`src/logic/igp_pkg.sv`:
```
// igp_pkg: shared constants for the indexed gpio port block
// assumes: included by igp_port and igp_gpio; register word indices are
// scaled by four to form axi byte addresses
package igp_pkg;
    // register word indices, byte address is four times the index
    localparam logic [11:0] IDX_BASE = 12'hFD0;
    localparam logic [11:0] IDX_PA_INDEX = 12'hFD0;
    localparam logic [11:0] IDX_PA_ACCESS = 12'hFD1;
    localparam logic [11:0] IDX_PB_INDEX = 12'hFD4;
    localparam logic [11:0] IDX_PB_ACCESS = 12'hFD5;
    localparam logic [11:0] IDX_PC_INDEX = 12'hFD8;
    localparam logic [11:0] IDX_PC_ACCESS = 12'hFD9;
    localparam logic [11:0] IDX_PC_IN = 12'hFDA;
    localparam logic [11:0] IDX_PC_OUT = 12'hFDB;
    localparam logic [11:0] IDX_LAST = 12'hFDB;
    // register slot within a port group of four words
    localparam logic [1:0] REG_INDEX = 2'h0;
    localparam logic [1:0] REG_ACCESS = 2'h1;
    localparam logic [1:0] REG_IN = 2'h2;
    localparam logic [1:0] REG_OUT = 2'h3;
    // port group numbers
    localparam logic [1:0] PORT_A = 2'h0;
    localparam logic [1:0] PORT_B = 2'h1;
    localparam logic [1:0] PORT_C = 2'h2;
    localparam int PORT_CNT = 3;
    // sub-register selector codes held in the index register
    localparam logic [7:0] SEL_NONE = 8'h00;
    localparam logic [7:0] SEL_DIR = 8'h01;
    localparam logic [7:0] SEL_ALT = 8'h02;
    localparam logic [7:0] SEL_OD = 8'h03;
    localparam logic [7:0] SEL_HD = 8'h04;
    localparam logic [7:0] SEL_SMR = 8'h05;
    localparam logic [7:0] SEL_PU = 8'h06;
    // sub-register slots, selector minus SEL_DIR
    localparam int SUB_N = 6;
    localparam logic [2:0] SUB_DIR = 3'h0;
    localparam logic [2:0] SUB_ALT = 3'h1;
    localparam logic [2:0] SUB_OD = 3'h2;
    localparam logic [2:0] SUB_HD = 3'h3;
    localparam logic [2:0] SUB_SMR = 3'h4;
    localparam logic [2:0] SUB_PU = 3'h5;
    // reset values
    localparam logic [7:0] RST_INDEX = 8'h00;
    localparam logic RST_DIR_BIT = 1'b1;
    localparam logic RST_SUB_BIT = 1'b0;
    localparam logic RST_DATA_BIT = 1'b0;
    // axi responses
    localparam logic [1:0] RESP_OKAY = 2'h0;
    localparam logic [1:0] RESP_SLVERR = 2'h2;
    localparam int ADDR_MIN_W = 14;
endpackage

```
`src/logic/igp_port.sv`:
```
// igp_port: one gpio port, index and access registers, sub-registers,
// input and output data and the pin drivers
// assumes: pin inputs are asynchronous, strobes come from aclk logic
`timescale 1ns/1ps
module igp_port #(
    parameter int W = 8
) (
    // clock, reset, enable
    input wire logic aclk,
    input wire logic aresetn,
    input wire logic ce,
    // write strobes and data from the bus slave
    input wire logic idx_we,
    input wire logic ctl_we,
    input wire logic out_we,
    input wire logic [7:0] wdata,
    // readback
    output logic [7:0] idx_rd,
    output logic [7:0] ctl_rd,
    output logic [7:0] in_rd,
    output logic [7:0] out_rd,
    output logic [W-1:0] dir_q,
    output logic [W-1:0] af_q,
    output logic [W-1:0] od_q,
    // pins and alternate function
    input wire logic [W-1:0] pin_in,
    input wire logic [W-1:0] alt_out,
    input wire logic [W-1:0] alt_oe,
    output logic [W-1:0] pin_out,
    output logic [W-1:0] pin_oe_n,
    output logic [W-1:0] high_drive,
    output logic [W-1:0] pullup_en,
    output logic [W-1:0] stop_rec_en
);
    if (W < 1 || W > 8) begin : g_chk
        $error("igp_port: width must be 1 to 8");
    end

    logic [7:0] idx_r; // sub-register selector
    logic [W-1:0] sub_r [0:igp_pkg::SUB_N-1]; // configuration sub-registers
    logic [W-1:0] in_r; // sampled pin levels
    logic [W-1:0] out_r; // output data
    logic [W-1:0] sync1_r; // first synchroniser stage
    logic [W-1:0] sync2_r; // second stage, safe to read
    logic [W-1:0] pin_out_r;
    logic [W-1:0] pin_oe_n_r;
    logic sel_ok; // index names a real sub-register
    logic [2:0] sel; // slot of the selected sub-register
    logic [W-1:0] val; // level the pin would carry
    logic [W-1:0] drv; // pin would be driven

    assign sel_ok = idx_r >= igp_pkg::SEL_DIR && idx_r <= igp_pkg::SEL_PU;
    assign sel = 3'(idx_r - igp_pkg::SEL_DIR);

    // index register
    always_ff @(posedge aclk) begin
        if (!aresetn) begin
            idx_r <= igp_pkg::RST_INDEX;
        end else if (ce && idx_we) begin
            idx_r <= wdata;
        end
    end

    // sub-registers; unmapped selectors swallow the write
    always_ff @(posedge aclk) begin
        if (!aresetn) begin
            for (int i = 0; i < igp_pkg::SUB_N; i++) begin
                sub_r[i] <= {W{igp_pkg::RST_SUB_BIT}};
            end
            sub_r[igp_pkg::SUB_DIR] <= {W{igp_pkg::RST_DIR_BIT}};
        end else if (ce && ctl_we && sel_ok) begin
            sub_r[sel] <= wdata[W-1:0];
        end
    end

    // output data register
    always_ff @(posedge aclk) begin
        if (!aresetn) begin
            out_r <= {W{igp_pkg::RST_DATA_BIT}};
        end else if (ce && out_we) begin
            out_r <= wdata[W-1:0];
        end
    end

    // two-stage synchroniser on the pins
    always_ff @(posedge aclk) begin
        if (!aresetn) begin
            sync1_r <= '0;
            sync2_r <= '0;
        end else if (ce) begin
            sync1_r <= pin_in;
            sync2_r <= sync1_r;
        end
    end

    // only input pins refresh their bit; outputs keep the last sample
    always_ff @(posedge aclk) begin
        if (!aresetn) begin
            in_r <= {W{igp_pkg::RST_DATA_BIT}};
        end else if (ce) begin
            in_r <= (sync2_r & dir_q) | (in_r & ~dir_q);
        end
    end

    // alternate function overrides direction; open drain never drives 1
    assign val = (af_q & alt_out) | (~af_q & out_r);
    assign drv = (af_q & alt_oe) | (~af_q & ~dir_q);

    // registered pin drivers, released while in reset
    always_ff @(posedge aclk) begin
        if (!aresetn) begin
            pin_out_r <= '0;
            pin_oe_n_r <= '1;
        end else if (ce) begin
            pin_out_r <= val;
            pin_oe_n_r <= ~(drv & ~(od_q & val));
        end
    end

    assign dir_q = sub_r[igp_pkg::SUB_DIR];
    assign af_q = sub_r[igp_pkg::SUB_ALT];
    assign od_q = sub_r[igp_pkg::SUB_OD];
    assign high_drive = sub_r[igp_pkg::SUB_HD];
    assign stop_rec_en = sub_r[igp_pkg::SUB_SMR];
    assign pullup_en = sub_r[igp_pkg::SUB_PU];
    assign pin_out = pin_out_r;
    assign pin_oe_n = pin_oe_n_r;
    assign idx_rd = idx_r;
    assign ctl_rd = sel_ok ? 8'(sub_r[sel]) : 8'h00;
    assign in_rd = 8'(in_r);
    assign out_rd = 8'(out_r);
endmodule

```
`src/logic/igp_gpio.sv`:
```
// igp_gpio: axi4-lite slave over three indexed gpio ports a, b, c
// assumes: one clock, synchronous active-low reset, pins asynchronous
`timescale 1ns/1ps
module igp_gpio #(
    parameter int ADDR_W = 14,
    parameter int PA_W = 8,
    parameter int PB_W = 8,
    parameter int PC_W = 6
) (
    // clock, reset, enable
    input wire logic aclk,
    input wire logic aresetn,
    input wire logic ce,
    // axi4-lite write address
    input wire logic [ADDR_W-1:0] s_axi_awaddr,
    input wire logic s_axi_awvalid,
    output logic s_axi_awready,
    // axi4-lite write data
    input wire logic [31:0] s_axi_wdata,
    input wire logic [3:0] s_axi_wstrb,
    input wire logic s_axi_wvalid,
    output logic s_axi_wready,
    // axi4-lite write response
    output logic [1:0] s_axi_bresp,
    output logic s_axi_bvalid,
    input wire logic s_axi_bready,
    // axi4-lite read address
    input wire logic [ADDR_W-1:0] s_axi_araddr,
    input wire logic s_axi_arvalid,
    output logic s_axi_arready,
    // axi4-lite read data
    output logic [31:0] s_axi_rdata,
    output logic [1:0] s_axi_rresp,
    output logic s_axi_rvalid,
    input wire logic s_axi_rready,
    // port a pins
    input wire logic [PA_W-1:0] pa_pin_in,
    input wire logic [PA_W-1:0] pa_alt_out,
    input wire logic [PA_W-1:0] pa_alt_oe,
    output logic [PA_W-1:0] pa_pin_out,
    output logic [PA_W-1:0] pa_pin_oe_n,
    output logic [PA_W-1:0] pa_high_drive,
    output logic [PA_W-1:0] pa_pullup_en,
    output logic [PA_W-1:0] pa_stop_rec_en,
    // port b pins
    input wire logic [PB_W-1:0] pb_pin_in,
    input wire logic [PB_W-1:0] pb_alt_out,
    input wire logic [PB_W-1:0] pb_alt_oe,
    output logic [PB_W-1:0] pb_pin_out,
    output logic [PB_W-1:0] pb_pin_oe_n,
    output logic [PB_W-1:0] pb_high_drive,
    output logic [PB_W-1:0] pb_pullup_en,
    output logic [PB_W-1:0] pb_stop_rec_en,
    // port c pins
    input wire logic [PC_W-1:0] pc_pin_in,
    input wire logic [PC_W-1:0] pc_alt_out,
    input wire logic [PC_W-1:0] pc_alt_oe,
    output logic [PC_W-1:0] pc_pin_out,
    output logic [PC_W-1:0] pc_pin_oe_n,
    output logic [PC_W-1:0] pc_high_drive,
    output logic [PC_W-1:0] pc_pullup_en,
    output logic [PC_W-1:0] pc_stop_rec_en
);
    if (ADDR_W < igp_pkg::ADDR_MIN_W) begin : g_chk
        $error("igp_gpio: address too narrow for the register map");
    end

    // write channel state
    logic aw_held_r; // address captured, waiting for data
    logic [ADDR_W-1:0] aw_addr_r;
    logic w_held_r; // data captured, waiting for address
    logic [7:0] w_data_r; // only lane 0 carries register data
    logic w_lane_r; // lane 0 strobe was set
    logic bvalid_r;
    logic [1:0] bresp_r;
    // read channel state
    logic rvalid_r;
    logic [31:0] rdata_r;
    logic [1:0] rresp_r;
    // decode results
    logic wr_hit, rd_hit;
    logic [1:0] wr_port, wr_reg, rd_port, rd_reg;
    logic do_write; // both halves held, response slot free
    logic rd_take; // read address handshake
    logic [7:0] rd_mux;
    // per-port strobes and readback
    logic [igp_pkg::PORT_CNT-1:0] idx_we, ctl_we, out_we;
    logic [7:0] rd_idx [0:igp_pkg::PORT_CNT-1];
    logic [7:0] rd_ctl [0:igp_pkg::PORT_CNT-1];
    logic [7:0] rd_in [0:igp_pkg::PORT_CNT-1];
    logic [7:0] rd_out [0:igp_pkg::PORT_CNT-1];
    // port c state exposed for the checks below
    logic [PC_W-1:0] pc_dir, pc_af, pc_od;

    // word index to port and slot; anything outside the window misses
    function automatic logic [4:0] decode(input logic [ADDR_W-1:0] a);
        logic [ADDR_W-1:0] w;
        logic [ADDR_W-1:0] off;
        logic hit;
        w = a >> 2;
        off = w - ADDR_W'(igp_pkg::IDX_BASE);
        hit = w >= ADDR_W'(igp_pkg::IDX_BASE)
            && w <= ADDR_W'(igp_pkg::IDX_LAST);
        return {hit, off[3:2], off[1:0]};
    endfunction

    assign {wr_hit, wr_port, wr_reg} = decode(aw_addr_r);
    assign {rd_hit, rd_port, rd_reg} = decode(s_axi_araddr);

    // handshakes, all frozen while ce is low
    assign s_axi_awready = ce && !aw_held_r;
    assign s_axi_wready = ce && !w_held_r;
    assign s_axi_arready = ce && !rvalid_r;
    assign do_write = ce && aw_held_r && w_held_r && !bvalid_r;
    assign rd_take = s_axi_arvalid && s_axi_arready;

    // write address capture
    always_ff @(posedge aclk) begin
        if (!aresetn) begin
            aw_held_r <= 1'b0;
            aw_addr_r <= '0;
        end else if (s_axi_awvalid && s_axi_awready) begin
            aw_held_r <= 1'b1;
            aw_addr_r <= s_axi_awaddr;
        end else if (do_write) begin
            aw_held_r <= 1'b0;
        end
    end

    // write data capture, in either order against the address
    always_ff @(posedge aclk) begin
        if (!aresetn) begin
            w_held_r <= 1'b0;
            w_data_r <= 8'h00;
            w_lane_r <= 1'b0;
        end else if (s_axi_wvalid && s_axi_wready) begin
            w_held_r <= 1'b1;
            w_data_r <= s_axi_wdata[7:0];
            w_lane_r <= s_axi_wstrb[0];
        end else if (do_write) begin
            w_held_r <= 1'b0;
        end
    end

    // write response; a miss is answered with slverr and no effect
    always_ff @(posedge aclk) begin
        if (!aresetn) begin
            bvalid_r <= 1'b0;
            bresp_r <= igp_pkg::RESP_OKAY;
        end else if (do_write) begin
            bvalid_r <= 1'b1;
            bresp_r <= wr_hit ? igp_pkg::RESP_OKAY : igp_pkg::RESP_SLVERR;
        end else if (ce && s_axi_bready) begin
            bvalid_r <= 1'b0;
        end
    end

    // per-port strobes; the input slot takes no write
    always_comb begin
        idx_we = '0;
        ctl_we = '0;
        out_we = '0;
        if (do_write && wr_hit && w_lane_r) begin
            case (wr_reg)
                igp_pkg::REG_INDEX: idx_we[wr_port] = 1'b1;
                igp_pkg::REG_ACCESS: ctl_we[wr_port] = 1'b1;
                igp_pkg::REG_OUT: out_we[wr_port] = 1'b1;
                default: ; // read-only input data
            endcase
        end
    end

    // read data mux
    always_comb begin
        case (rd_reg)
            igp_pkg::REG_INDEX: rd_mux = rd_idx[rd_port];
            igp_pkg::REG_ACCESS: rd_mux = rd_ctl[rd_port];
            igp_pkg::REG_IN: rd_mux = rd_in[rd_port];
            default: rd_mux = rd_out[rd_port];
        endcase
    end

    // read response, one cycle after the address is taken
    always_ff @(posedge aclk) begin
        if (!aresetn) begin
            rvalid_r <= 1'b0;
            rdata_r <= 32'h0000_0000;
            rresp_r <= igp_pkg::RESP_OKAY;
        end else if (rd_take) begin
            rvalid_r <= 1'b1;
            rdata_r <= rd_hit ? 32'(rd_mux) : 32'h0000_0000;
            rresp_r <= rd_hit ? igp_pkg::RESP_OKAY : igp_pkg::RESP_SLVERR;
        end else if (ce && s_axi_rready) begin
            rvalid_r <= 1'b0;
        end
    end

    assign s_axi_bvalid = bvalid_r;
    assign s_axi_bresp = bresp_r;
    assign s_axi_rvalid = rvalid_r;
    assign s_axi_rdata = rdata_r;
    assign s_axi_rresp = rresp_r;

    // port a
    igp_port #(.W(PA_W)) u_pa (
        .aclk(aclk), .aresetn(aresetn), .ce(ce),
        .idx_we(idx_we[igp_pkg::PORT_A]), .ctl_we(ctl_we[igp_pkg::PORT_A]),
        .out_we(out_we[igp_pkg::PORT_A]), .wdata(w_data_r),
        .idx_rd(rd_idx[igp_pkg::PORT_A]), .ctl_rd(rd_ctl[igp_pkg::PORT_A]),
        .in_rd(rd_in[igp_pkg::PORT_A]), .out_rd(rd_out[igp_pkg::PORT_A]),
        .dir_q(), .af_q(), .od_q(),
        .pin_in(pa_pin_in), .alt_out(pa_alt_out), .alt_oe(pa_alt_oe),
        .pin_out(pa_pin_out), .pin_oe_n(pa_pin_oe_n),
        .high_drive(pa_high_drive), .pullup_en(pa_pullup_en),
        .stop_rec_en(pa_stop_rec_en)
    );

    // port b
    igp_port #(.W(PB_W)) u_pb (
        .aclk(aclk), .aresetn(aresetn), .ce(ce),
        .idx_we(idx_we[igp_pkg::PORT_B]), .ctl_we(ctl_we[igp_pkg::PORT_B]),
        .out_we(out_we[igp_pkg::PORT_B]), .wdata(w_data_r),
        .idx_rd(rd_idx[igp_pkg::PORT_B]), .ctl_rd(rd_ctl[igp_pkg::PORT_B]),
        .in_rd(rd_in[igp_pkg::PORT_B]), .out_rd(rd_out[igp_pkg::PORT_B]),
        .dir_q(), .af_q(), .od_q(),
        .pin_in(pb_pin_in), .alt_out(pb_alt_out), .alt_oe(pb_alt_oe),
        .pin_out(pb_pin_out), .pin_oe_n(pb_pin_oe_n),
        .high_drive(pb_high_drive), .pullup_en(pb_pullup_en),
        .stop_rec_en(pb_stop_rec_en)
    );

    // port c, six pins
    igp_port #(.W(PC_W)) u_pc (
        .aclk(aclk), .aresetn(aresetn), .ce(ce),
        .idx_we(idx_we[igp_pkg::PORT_C]), .ctl_we(ctl_we[igp_pkg::PORT_C]),
        .out_we(out_we[igp_pkg::PORT_C]), .wdata(w_data_r),
        .idx_rd(rd_idx[igp_pkg::PORT_C]), .ctl_rd(rd_ctl[igp_pkg::PORT_C]),
        .in_rd(rd_in[igp_pkg::PORT_C]), .out_rd(rd_out[igp_pkg::PORT_C]),
        .dir_q(pc_dir), .af_q(pc_af), .od_q(pc_od),
        .pin_in(pc_pin_in), .alt_out(pc_alt_out), .alt_oe(pc_alt_oe),
        .pin_out(pc_pin_out), .pin_oe_n(pc_pin_oe_n),
        .high_drive(pc_high_drive), .pullup_en(pc_pullup_en),
        .stop_rec_en(pc_stop_rec_en)
    );

    // checks on port c
    logic [7:0] pc_idx; // current selector of port c
    logic [PC_W-1:0] pc_out; // current output data of port c
    logic pc_none; // selector names no sub-register
    assign pc_idx = rd_idx[igp_pkg::PORT_C];
    assign pc_out = rd_out[igp_pkg::PORT_C][PC_W-1:0];
    assign pc_none = pc_idx < igp_pkg::SEL_DIR || pc_idx > igp_pkg::SEL_PU;
endmodule

```
`config.mk`:
```
export PLATFORM = sky130hd
export DESIGN_NAME = igp_gpio
export DESIGN_NICKNAME = d
export VERILOG_FILES = /design/src/logic/igp_pkg.sv /design/src/logic/igp_port.sv /design/src/logic/igp_gpio.sv
export SDC_FILE = /design/constraint.sdc
export NUM_CORES = 1
export LEC_CHECK = 0
export BUFFER_PORTS_ARGS = -buffer_cell sky130_fd_sc_hd__clkbuf_2
export CAP_MARGIN = 20
export CORE_UTILIZATION = 56
export DETAILED_ROUTE_END_ITERATION = 7
export GPL_TIMING_DRIVEN = 0
export MAX_ROUTING_LAYER = met4
export PLACE_DENSITY = 0.8
export SLEW_MARGIN = 0
export SYNTH_ARGS = -nofsm -noshare
export SYNTH_HDL_FRONTEND = slang
export SYNTH_SLANG_ARGS = --single-unit
```
`constraint.sdc`:
```
create_clock -name aclk -period 4.7 [get_ports aclk]
set_input_delay 0.235 -clock aclk [delete_from_list [all_inputs] [get_ports aclk]]
set_output_delay 0.235 -clock aclk [all_outputs]
set_load 0.05 [all_outputs]
```
==> summary.md <==
| Metric | Value |
|---|---|
| Ports | 289 |
| Post-synth cell types | 58 |
| CTS tree | done |
| Nets | 2097 |
| Post-Synthesis Cell Area | 16700 µm² |
| Critical path type | reg2reg |
| Peak VDD IR | 0.2868 mV |
| Fin area | 20210 µm² |
| Layout cell share with drive strength beyond 1 | 20.15% |
| Setup TNS | 0 ns |
| Max Slew Vio Count | 0 |
| FP Rows | 62 |
| Port buffer count | 227 |
| Crit path DAT | 4.63 ns |
| Initial drt markers | 2025 |
| Setup crit end | u_pc.sub_r[7][4]$_DFFE_PP_ |
| Root buf cell | clkbuf_16 |
| Aggregate global routing overflow | 0 |
| Post-route clock period utilization | 93.20% |
| Crit path max fanout | 10 |
| Post-synth top area share | 27.69% |
| CTS Buffer Depth | 3 |
| Clock H-tree levels | 2 |
| Setup violators final | 0 |
| Routed wire length | 62820 µm |
| CTS Buf Count | 39 |
| Chip height | 174.7 µm |
| Fin. Hold Viols | 0 |
| Pre-antenna DRT Iters | 7 |
| # hold bufs at CTS | 44 |
| Cell with the most instances after synthesis | dfxtp_1 |
| CP required | 4.95 ns |
| Post-synth top cells | dfxtp_1, nand2_1, edfxtp_1 |
| Sequential share of the synthesized area | 53.22% |
| Placed Area | 18500 µm² |
| Worst slew margin | 16.02% |
| Setup ws final | 0.3197 ns |
| Worst-margin pin slew | 1.260 ns |
| Vias/cell | 6.377 |
| Post-Place Setup Slack | 0.3368 ns |
| Core area | 29010 µm² |
| Top_reg_cell synth | dfxtp_1 |
| Worst hold path class | in2reg |
| Post-CTS Setup Bufs | 0 |
| RR Endpoint | u_pc.sub_r[7][4]$_DFFE_PP_ |
| R2R setup slack | 0.32 ns |
| FMAX | 228.3 MHz |
| EDFF count, synth | 154 |
| Fraction of registers with async set/reset | 0% |
| Area leader, netlist | edfxtp_1 |
| RR Startpoint | u_pc.idx_rd[0]$_SDFFE_PN0P_ |
| Starting Density | 57.57% |
| Minimum clock period | 4.380 ns |
| RSZ-0062 raised after global routing | no |
| Drt wl/cell | 26.54 µm |
| Critical Path Source | u_pc.idx_rd[0]$_SDFFE_PN0P_ |
| Vias in the first global route | 14130 |
| Ranking of synthesized cells by area | edfxtp_1, dfxtp_1, mux2i_1 |
| PwrDens | 355.3 nW/µm² |
| Area growth syn-to-layout | 21.00% |
| Worst setup SP type | flop |
| Gp weighted congestion | 1.014 |
| Initial antenna violation count | 3 |
| Cells after Synth | 1592 |
| DRC | 0 |
| Worst Setup End Kind | flop |
| #FFs+latches synth | 367 |
| Avg Inst Size Synth | 10.49 µm² |
| Global router's overall resource usage | 41.94% |
| Total power | 7.181 mW |
| Die width | 174.7 µm |
| Skew-Pair Late Insertion Delay | 0.54 ns |
| Synth warn | 0 |
| Status | complete, no violations |
| Via count | 15090 |
| Hold slack | 0.02851 ns |
| Reg2Reg Depth | 9 |
| Clk pin slew, worst setup/hold paths | 0.06 ns |
| CTS sink count | 367 |
| First-pass GRT wire length | 90700 µm |
| Remaining antenna violation count | 0 |
| LEAKAGE | 7.578 nW |
| Final Skew | 0.02215 ns |
| Largest net degree at the start of global routing | 14 |
| CTS resizes | 0 |
| Die area | 30520 µm² |
| Max-Cap Viols | 0 |
| Dpl hpwl | 46160 µm |
-- critical path, stage by stage, from the launching register on --
cell and delay [ns]:
dfxtp_1 0.50, buf_1 0.63, inv_1 0.23, ha_1 0.31
nor3b_1 0.16, nor4_2 0.42, nand2_1 0.38, or3_1 0.51
nor4_1 0.62, buf_2 0.30
-- worst min path at each step --
stage / start / to / depth (start not counted)
after global routing: s_axi_arvalid / s_axi_rresp[1]$_SDFFE_PN0P_ / 3
after detailed placement: aw_addr_r[7]$_SDFFE_PN0P_ / aw_addr_r[7]$_SDFFE_PN0P_ / 2
final: s_axi_arvalid / s_axi_rresp[1]$_SDFFE_PN0P_ / 3
after global placement: aw_addr_r[7]$_SDFFE_PN0P_ / aw_addr_r[7]$_SDFFE_PN0P_ / 2
after floorplan: s_axi_awaddr[7] / aw_addr_r[7]$_SDFFE_PN0P_ / 2
after CTS: s_axi_arvalid / s_axi_rresp[1]$_SDFFE_PN0P_ / 3
-- final cells by class --
| type | count | area, µm² |
|---|---|---|
| tap | 384 | 480.5 |
| clock inverter | 16 | 90.09 |
| fill | 2212 | 8803 |
| inverter | 20 | 75.07 |
| clock buffer | 55 | 1111 |
| timing repair buffer | 292 | 1712 |
| antenna | 3 | 7.507 |
| multi-input combinational | 1094 | 7213 |
| sequential | 367 | 8889 |
| buffer | 136 | 631.9 |
-- cells by family after synthesis --
logic type | Yosys count | synth area share (%)
fa+ha+maj | 9 | 0.6742
mux | 189 | 13.99
simple gates | 614 | 18.13
flops | 367 | 53.22
xor+xnor | 6 | 0.3147
other cells | 1 | 0.02245
compound gates | 250 | 9.416
buf+inv | 156 | 4.233
-- layer usage --
| layer | vias up | GRT usage, % | routed length, µm |
|---|---|---|---|
| met5 | - | - | 0 |
| met4 | 0 | 20.07 | 3338 |
| met3 | 201 | 10.01 | 8267 |
| met2 | 1190 | 61.84 | 27480 |
| met1 | 7184 | 54.46 | 23730 |
| li1 | 6519 | - | - |
-- cell usage in the layout, fill, tap and decap left out, drive strengths merged, types with 26 or more instances in the layout --
master / synthesis / routed
a211oi: 52 / 52
a21oi: 53 / 53
and2: 53 / 53
buf: 63 / 81
clkbuf: 73 / 358
conb: 1 / 26
dfxtp: 213 / 213
dlygate4sd3: 0 / 44
edfxtp: 154 / 154
mux2i: 145 / 145
mux4: 34 / 34
nand2: 212 / 212
nand3: 54 / 54
nand4: 26 / 26
nor2: 110 / 110
nor3: 44 / 44
nor4: 46 / 46
o21ai: 83 / 83
-- flip-flops by register name, summed over array words and instances (netlist names), 12 cells and up, named ones only --
register    flops
u_pa.sub_r     64
u_pb.sub_r     64
u_pc.sub_r     48
aw_addr_r      12
-- power breakdown --
group | switching (mW) | internal, mW | leakage [nW]
Clock | 1.28 | 1.65 | 0.589
Sequential | 0.0989 | 3.41 | 3.08
Combinational | 0.534 | 0.206 | 3.91
-- stage by stage --
| step | util [%] | instances |
|---|---|---|
| final | 69.66 | 2367 |
| after global routing | 69.66 | 2367 |
| after CTS | 69.41 | 2354 |
| after detailed placement | 63.75 | 2239 |
| after global placement | 63.46 | 2228 |
| after floorplan | - | 1617 |
No activity file was read; power rests on OpenSTA's default activity.
